## config.mk

```make
export PLATFORM = sky130hd
export DESIGN_NAME = loc_lead_off_ctl
export DESIGN_NICKNAME = d
export VERILOG_FILES = /design/src/loc_pkg.sv /design/src/loc_lead_off_ctl.sv
export SDC_FILE = /design/constraint.sdc
export NUM_CORES = 1
export LEC_CHECK = 0
export ABC_AREA = 1
export BUFFER_PORTS_ARGS = -buffer_cell sky130_fd_sc_hd__buf_2
export CAP_MARGIN = 20
export CORE_MARGIN = 1
export CORE_UTILIZATION = 45
export CTS_CLUSTER_DIAMETER = 40
export CTS_CLUSTER_SIZE = 14
export DETAILED_ROUTE_END_ITERATION = 8
export GPL_ROUTABILITY_DRIVEN = 0
export MAX_ROUTING_LAYER = met4
export PLACE_DENSITY = 0.81
export SLEW_MARGIN = 20
export SYNTH_ARGS = -nofsm -noshare
export SYNTH_HDL_FRONTEND = slang
export SYNTH_SLANG_ARGS = --single-unit
```

## constraint.sdc

```tcl
create_clock -name clk -period 1.3 [get_ports clk]
set_input_delay 0 -clock clk [delete_from_list [all_inputs] [get_ports clk]]
set_output_delay 0 -clock clk [all_outputs]
set_load 0.01 [all_outputs]
```

## src/loc_pkg.sv

```systemverilog
// Lead-off control register: constants, field layout and carrier types.
// Assumes the serial port front end has already split each frame into
// read/write flag, 7-bit address and 24-bit data.
package loc_pkg;

  localparam int          LOC_DATA_W     = 24;
  localparam int          LOC_ADDR_W     = 7;
  localparam int          LOC_NUM_ELEC   = 6;
  localparam logic [6:0]  LOC_ADDR       = 7'h02;
  localparam logic [23:0] LOC_RESET_VAL  = 24'h000000;

  // Field positions within the 24-bit data word
  localparam int LOC_PHASE_LSB  = 18;
  localparam int LOC_ACEN_LSB   = 12;
  localparam int LOC_ACLVL_LSB  = 7;
  localparam int LOC_DCLVL_LSB  = 2;
  localparam int LOC_GLOBAL_AC_SELECT_BIT  = 1;
  localparam int LOC_MASTER_BIT = 0;

  // Electrode index inside the 6-bit vectors: LA=5, LL=4, RA=3, V1=2, V2=1, CE=0
  localparam int LOC_CE_IDX = 0;

  localparam logic [2:0] LOC_DC_OFF = 3'h0;

  typedef struct packed {
    logic [5:0] phase;
    logic [5:0] acEn;
    logic [1:0] acLevel;
    logic [2:0] dcLevel;
    logic       globalAcSelect;
    logic       masterEnable;
  } loc_ctl_t;

  typedef struct packed {
    logic [5:0] acDetectEn;
    logic [5:0] phaseInvert;
    logic [1:0] acLevel;
    logic [2:0] dc_excitation_level;
    logic       dcDetectEn;
  } loc_drive_t;

  typedef struct packed {
    loc_ctl_t    ctl;
    loc_drive_t  drive;
    logic [23:0] rdData;
    logic        rdValid;
  } loc_state_t;

endpackage : loc_pkg

```

## src/loc_lead_off_ctl.sv

```systemverilog
// Lead-off control register and the enable/current decode that it drives.
// Assumes requests come from the serial port decoder, one per cycle at most,
// synchronous to clk; softReset is the decoded software reset pulse.
// calDacEnable is a level from the calibration DAC control, also on clk.
//
// How it works
// Bits 23:18 invert each electrode's ac phase
// Bits 17:12 enable ac lead-off per electrode
// Limb and chest ac enable ORs global select
// Global select never enables common electrode
// Bits 8:7 pick ac excitation level
// Bits 4:2 pick dc current, 10 nA steps
// Dc current only applies when select clear
// Bit 1 picks dc or ac detection
// Select ignored while master enable clear
// Bit 0 is the master lead-off enable
// Calibration DAC on forces ac detection off
// All fields clear after reset
// Reserved bits read zero, writes ignored
// Software reset restores the reset value
`timescale 1ns/1ps
module loc_lead_off_ctl (
  input  wire logic        clk,
  input  wire logic        rst_b,
  input  wire logic        regWrite,
  input  wire logic        regRead,
  input  wire logic [6:0]  regAddr,
  input  wire logic [23:0] regWrData,
  input  wire logic        softReset,
  input  wire logic        calDacEnable,
  output logic [23:0]      rdData,
  output logic             rdValid,
  output logic [5:0]       acDetectEn,
  output logic [5:0]       phaseInvert,
  output logic [1:0]       acLevel,
  output logic [2:0]       dc_excitation_level,
  output logic             dcDetectEn
);

  loc_pkg::loc_state_t state_r;
  loc_pkg::loc_state_t state_nxt;

  function automatic logic [23:0] pack_ctl(input loc_pkg::loc_ctl_t c);
    logic [23:0] w;
    w = loc_pkg::LOC_RESET_VAL;
    w[loc_pkg::LOC_PHASE_LSB +: 6]  = c.phase;
    w[loc_pkg::LOC_ACEN_LSB +: 6]   = c.acEn;
    w[loc_pkg::LOC_ACLVL_LSB +: 2]  = c.acLevel;
    w[loc_pkg::LOC_DCLVL_LSB +: 3]  = c.dcLevel;
    w[loc_pkg::LOC_GLOBAL_AC_SELECT_BIT]       = c.globalAcSelect;
    w[loc_pkg::LOC_MASTER_BIT]      = c.masterEnable;
    return w;
  endfunction : pack_ctl

  logic hit;
  assign hit = (regAddr == loc_pkg::LOC_ADDR);

  always_comb begin
    loc_pkg::loc_ctl_t c;
    logic              acAllowed;
    state_nxt = state_r;
    c = state_r.ctl;
    acAllowed = state_r.ctl.masterEnable && !calDacEnable;
    if (softReset) begin
      c = loc_pkg::loc_ctl_t'(19'h00000);
    end else if (regWrite && hit) begin
      c.phase          = regWrData[loc_pkg::LOC_PHASE_LSB +: 6];
      c.acEn           = regWrData[loc_pkg::LOC_ACEN_LSB +: 6];
      c.acLevel        = regWrData[loc_pkg::LOC_ACLVL_LSB +: 2];
      c.dcLevel        = regWrData[loc_pkg::LOC_DCLVL_LSB +: 3];
      c.globalAcSelect = regWrData[loc_pkg::LOC_GLOBAL_AC_SELECT_BIT];
      c.masterEnable   = regWrData[loc_pkg::LOC_MASTER_BIT];
    end
    state_nxt.ctl = c;
    // Read returns the value held before any write in the same cycle
    state_nxt.rdValid = regRead;
    state_nxt.rdData  = (regRead && hit) ? pack_ctl(state_r.ctl) : 24'h000000;
    // Decode from the committed fields, so outputs trail a write by two cycles
    for (int i = 0; i < loc_pkg::LOC_NUM_ELEC; i++) begin
      if (i == loc_pkg::LOC_CE_IDX) begin
        state_nxt.drive.acDetectEn[i] = acAllowed && state_r.ctl.acEn[i];
      end else begin
        state_nxt.drive.acDetectEn[i] = acAllowed &&
          (state_r.ctl.acEn[i] || state_r.ctl.globalAcSelect);
      end
    end
    state_nxt.drive.phaseInvert = state_r.ctl.phase;
    state_nxt.drive.acLevel     = state_r.ctl.acLevel;
    state_nxt.drive.dcDetectEn  = state_r.ctl.masterEnable &&
                                  !state_r.ctl.globalAcSelect;
    state_nxt.drive.dc_excitation_level   = state_nxt.drive.dcDetectEn ?
                                  state_r.ctl.dcLevel : loc_pkg::LOC_DC_OFF;
  end

  always_ff @(posedge clk or negedge rst_b) begin
    if (!rst_b) begin
      state_r <= '0;
    end else begin
      state_r <= state_nxt;
    end
  end

  assign rdData      = state_r.rdData;
  assign rdValid     = state_r.rdValid;
  assign acDetectEn  = state_r.drive.acDetectEn;
  assign phaseInvert = state_r.drive.phaseInvert;
  assign acLevel     = state_r.drive.acLevel;
  assign dc_excitation_level   = state_r.drive.dc_excitation_level;
  assign dcDetectEn  = state_r.drive.dcDetectEn;

  // One check per limb and chest electrode; CE is index 0 and left out
  for (genvar e = 1; e < loc_pkg::LOC_NUM_ELEC; e++) begin : g_limb_chk

  end
endmodule : loc_lead_off_ctl

```

Word-level counts from Yosys, hierarchy flattened
Cells that the tools add are included.
- bits in registers: 62
- bits of input ports: 37
- output and inout bits: 43
- logic and storage cells: 36
- eq/ne operators: 1
- muxes and demuxes: 4
- reductions and logical operators: 18
- operator list (cell ; count):
    $mux W19 ; 2
    $mux W24 ; 1
    $logic_and A1 B1 Y1 ; 10
    $eq A7 B2 Y1 const B ; 1
    $logic_or A1 B1 Y1 ; 5
    $mux W3 ; 1
    $logic_not A1 Y1 ; 2
    $reduce_bool A2 Y1 ; 1

Logic depth before layout (Yosys ltp)
- word-level depth: 4
- mapped depth: 8
- depth with buffers taken out: 6

Worst setup path after synthesis
Ideal clock, no wire load.
- kind: register to register
- from: register state_r[43] in the netlist's numbering
- to: register state_r (netlist bit acDetectEn[1])
- setup time: 0.077 ns
- arrival time: 0.871 ns
- data required time: 1.223 ns
- setup slack: 0.352 ns
- cell stages (with the launch flop): 5
- buffers on the path: 1
- period minus slack after synthesis: 0.948 ns
- path through: dfrtp_1 > inv_1 > or2_2 > clkbuf_1 > a21oi_1
- RTL lines (what ; line ; source):
    start: declaration ; loc_lead_off_ctl.sv:40 ; loc_pkg::loc_state_t state_r;
    start signal: assignment ; loc_lead_off_ctl.sv:99 ; state_r <= state_nxt;

==> impl_metrics.prom <==
# TYPE chip_impl_metric gauge
chip_impl_metric{name="post-route-drc-count",unit=""} 0
chip_impl_metric{name="post_synth_fa_ha_maj_area_fraction",unit=""} 0
chip_impl_metric{name="synth_compound_gate_area_share",unit=""} 0.0103
chip_impl_metric{name="place_area",unit="mm^2"} 0.00252
chip_impl_metric{name="synth_xor_xnor_area_share",unit=""} 0
chip_impl_metric{name="synth_simple_gate_area_share",unit=""} 0.189
chip_impl_metric{name="required",unit="ns"} 1.54
chip_impl_metric{name="post_drt_via_cell_ratio",unit=""} 4.51
chip_impl_info{name="synth_top_area_cell",value="dfrtp_1"} 1
chip_impl_metric{name="report.final.slew_viol_count",unit=""} 0
chip_impl_info{name="layout.cells.most_common_list",value="69 x buf_2, 57 x dfrtp_1, 27 x inv_1, 27 x nor2_1"} 1
chip_impl_metric{name="drtPass1Iterations",unit=""} 4
chip_impl_metric{name="rows",unit=""} 26
chip_impl_metric{name="syn_area",unit="mm^2"} 0.00244
chip_impl_metric{name="dr.first_iter.drc_count",unit=""} 73
chip_impl_info{name="worstSetupEndpointType",value="flip-flop"} 1
chip_impl_metric{name="worst_hold_slack",unit="ns"} 0.109
chip_impl_metric{name="synth.ff_latch_count",unit=""} 57
chip_impl_metric{name="synth.avg_cell_area",unit="um^2"} 10.3
chip_impl_metric{name="design_area",unit="mm^2"} 0.00294
chip_impl_metric{name="fin_crit",unit="ns"} 0.976
chip_impl_metric{name="synth_cell_type_count",unit=""} 22
chip_impl_metric{name="finalPower",unit="mW"} 3.66
chip_impl_metric{name="max_cap_viol_count",unit=""} 0
chip_impl_info{name="final_common_cell",value="buf_2"} 1
chip_impl_metric{name="finalWirelength",unit="um"} 4250
chip_impl_metric{name="p_leak",unit="nW"} 1.61
chip_impl_metric{name="vdd.ir_drop.worst",unit="uV"} 483
chip_impl_metric{name="cts.hold.buffers_added",unit=""} 22
chip_impl_metric{name="synth_seq_area_share",unit=""} 0.585
chip_impl_metric{name="max_freq",unit="GHz"} 1.02
chip_impl_metric{name="final-hold-violation-count",unit=""} 0
chip_impl_metric{name="final_core_utilization",unit=""} 0.569
chip_impl_metric{name="synth.yosys.warnings",unit=""} 0
chip_impl_info{name="worst-setup-path-type",value="flip-flop to flip-flop"} 1
chip_impl_metric{name="buffer_ports.inserted",unit=""} 69
chip_impl_metric{name="io_pins",unit=""} 80
chip_impl_metric{name="grt_pass1_vias",unit=""} 1503
chip_impl_metric{name="crit_fanout",unit=""} 6
chip_impl_info{name="crit_path_start_kind",value="flip-flop"} 1
chip_impl_metric{name="final_layout_size_suffix_gt1_frac",unit=""} 0.319
chip_impl_metric{name="starting_density",unit=""} 0.471
chip_impl_metric{name="insertion_delay",unit="ns"} 0.32
chip_impl_metric{name="die_w",unit="um"} 75.6
chip_impl_metric{name="synthesis.instances",unit=""} 237
chip_impl_metric{name="ctsHtreeMaxLevel",unit=""} 3
chip_impl_info{name="holdCritPathClass",value="input port to flip-flop"} 1
chip_impl_metric{name="post-place-cells",unit=""} 333
chip_impl_metric{name="clock-sinks",unit=""} 57
chip_impl_metric{name="grt_util_all_layers",unit=""} 0.169
chip_impl_info{name="grt_setup_unrepaired",value="false"} 1
chip_impl_metric{name="detailed_place_hpwl",unit="um"} 2710
chip_impl_metric{name="fill_cell_count",unit=""} 454
chip_impl_metric{name="cts_resized",unit=""} 0
chip_impl_metric{name="post_cts.repair.setup_buffers",unit=""} 0
chip_impl_metric{name="die_y",unit="um"} 75.6
chip_impl_metric{name="yosysTopAreaCellShare",unit=""} 0.585
chip_impl_metric{name="nets",unit=""} 333
chip_impl_metric{name="route.detailed.wl_per_inst",unit="um"} 11.5
chip_impl_metric{name="final.period_utilization",unit=""} 0.750
chip_impl_info{name="cts_root_buffer",value="clkbuf_8"} 1
chip_impl_metric{name="synthMuxAreaShare",unit=""} 0
chip_impl_metric{name="ant_nets",unit=""} 0
chip_impl_metric{name="core_region_area",unit="mm^2"} 0.00517
chip_impl_metric{name="detailedPlace.worstSlack",unit="ns"} 0.228
chip_impl_metric{name="post_layout_nonfiller_instances",unit=""} 371
chip_impl_metric{name="max-clock-path-buffers",unit=""} 2
chip_impl_metric{name="power.density",unit="mW/mm^2"} 1240
chip_impl_metric{name="area_delta_synth_final",unit="%"} 20.7
chip_impl_metric{name="path_clk_slew",unit="ns"} 0.06
chip_impl_metric{name="globalRoute.totalOverflow",unit=""} 0
chip_impl_metric{name="tns",unit="ns"} 0
chip_impl_info{name="run_status",value="finished clean"} 1
chip_impl_metric{name="setup_ws",unit="ns"} 0.324
chip_impl_metric{name="dieArea",unit="mm^2"} 0.00572
chip_impl_metric{name="maximum_number_of_pins_on_one_net_before_global_route_repair",unit=""} 58
chip_impl_info{name="synth_top_family_by_area",value="buffers and inverters"} 1
chip_impl_metric{name="first_pass_grt_wire_length",unit="um"} 6650
chip_impl_metric{name="cp_data_arrival_time",unit="ns"} 1.21
chip_impl_metric{name="routed-via-count",unit=""} 1673
chip_impl_info{name="clock_tree_from_tritoncts",value="yes"} 1
chip_impl_metric{name="insertedDiodeCount",unit=""} 0
chip_impl_metric{name="clock_buffer_count_from_cts",unit=""} 9
chip_impl_metric{name="final_setup_violation_count",unit=""} 0
chip_impl_metric{name="grt_antenna_before_repair",unit=""} 0
chip_impl_info{name="yosys-top-cells-area",value="dfrtp_1 58%, buf_4 13%, nand4_1 4.9%"} 1
chip_impl_metric{name="clock_skew",unit="ns"} 0.00459
## sequential cells by signal (all words and copies together), names as in the netlist
name	cells
dcDetectEn	1
phaseInvert	6
rdValid	1
state_r	11
dc_excitation_level	3
state_nxt	8
acLevel	2
rdData	19
acDetectEn	6
## report_power, final
group | total [mW] | internal [mW] | switching, mW | leakage [nW]
registers | 1.78 | 1.78 | 0.00154 | 0.794
logic | 0.206 | 0.0972 | 0.109 | 0.711
clock network | 1.67 | 1.04 | 0.632 | 0.107
## cell usage after synthesis
cell type,count
nand2_4,1
buf_12,1
buf_8,1
clkbuf_1,2
clkbuf_8,2
nor2_2,2
or2_2,1
conb_1,1
buf_1,1
nand2_2,2
nor2_4,1
nor2_1,27
nand4_1,19
inv_1,27
nand3_2,1
nand3_1,19
nand2_1,22
buf_6,3
buf_4,41
buf_2,1
dfrtp_1,57
a21oi_1,5
## cell type report
type                       instances  area [um^2]  area share
clock buffer                      14          173      0.0586
clock inverter                     2         35.0      0.0119
inverter                          27          101      0.0344
multi-input combinational        105          505       0.172
sequential                        57         1430       0.484
tap                               70         87.6      0.0297
timing repair buffer              96          616       0.209
## final timing paths
check / startpoint / slack, ns / depth (start not counted) / to
setup / recovery: state_r[43] / 0.32 / 3 / acDetectEn[1]
hold / removal: regAddr[4] / 0.11 / 6 / state_nxt[32]
setup reg to reg: state_r[43] / 0.32 / 3 / acDetectEn[1]
hold reg to reg: state_nxt[31] / 0.40 / 0 / phaseInvert[0]
max in group asynchronous: rst_b / 0.85 / 3 / state_r[45]
min in group asynchronous: rst_b / 0.21 / 3 / state_r[52]
## worst max-delay path, cell delays in order (launching register included)
cell     delay, ns
dfrtp_1       0.34
inv_1         0.07
or2_2         0.33
a21oi_1       0.14
## cell families (layout without fill, tap and decap cells)
family	Yosys count	after routing
and+or+nand+nor	95	95
AOI/OAI and AO/OA	5	5
DFF	57	57
other	1	5
buffers and inverters	79	139
## per-layer routing
layer / GRT usage / vias to the layer above / routed length [um]
met5: - / - / 0
met4: 0.0988 / 0 / 110
met3: 0.0529 / 10 / 205
met2: 0.272 / 63 / 2180
met1: 0.184 / 785 / 1750
li1: - / 815 / -
No activity file was read; power rests on OpenSTA's default activity.
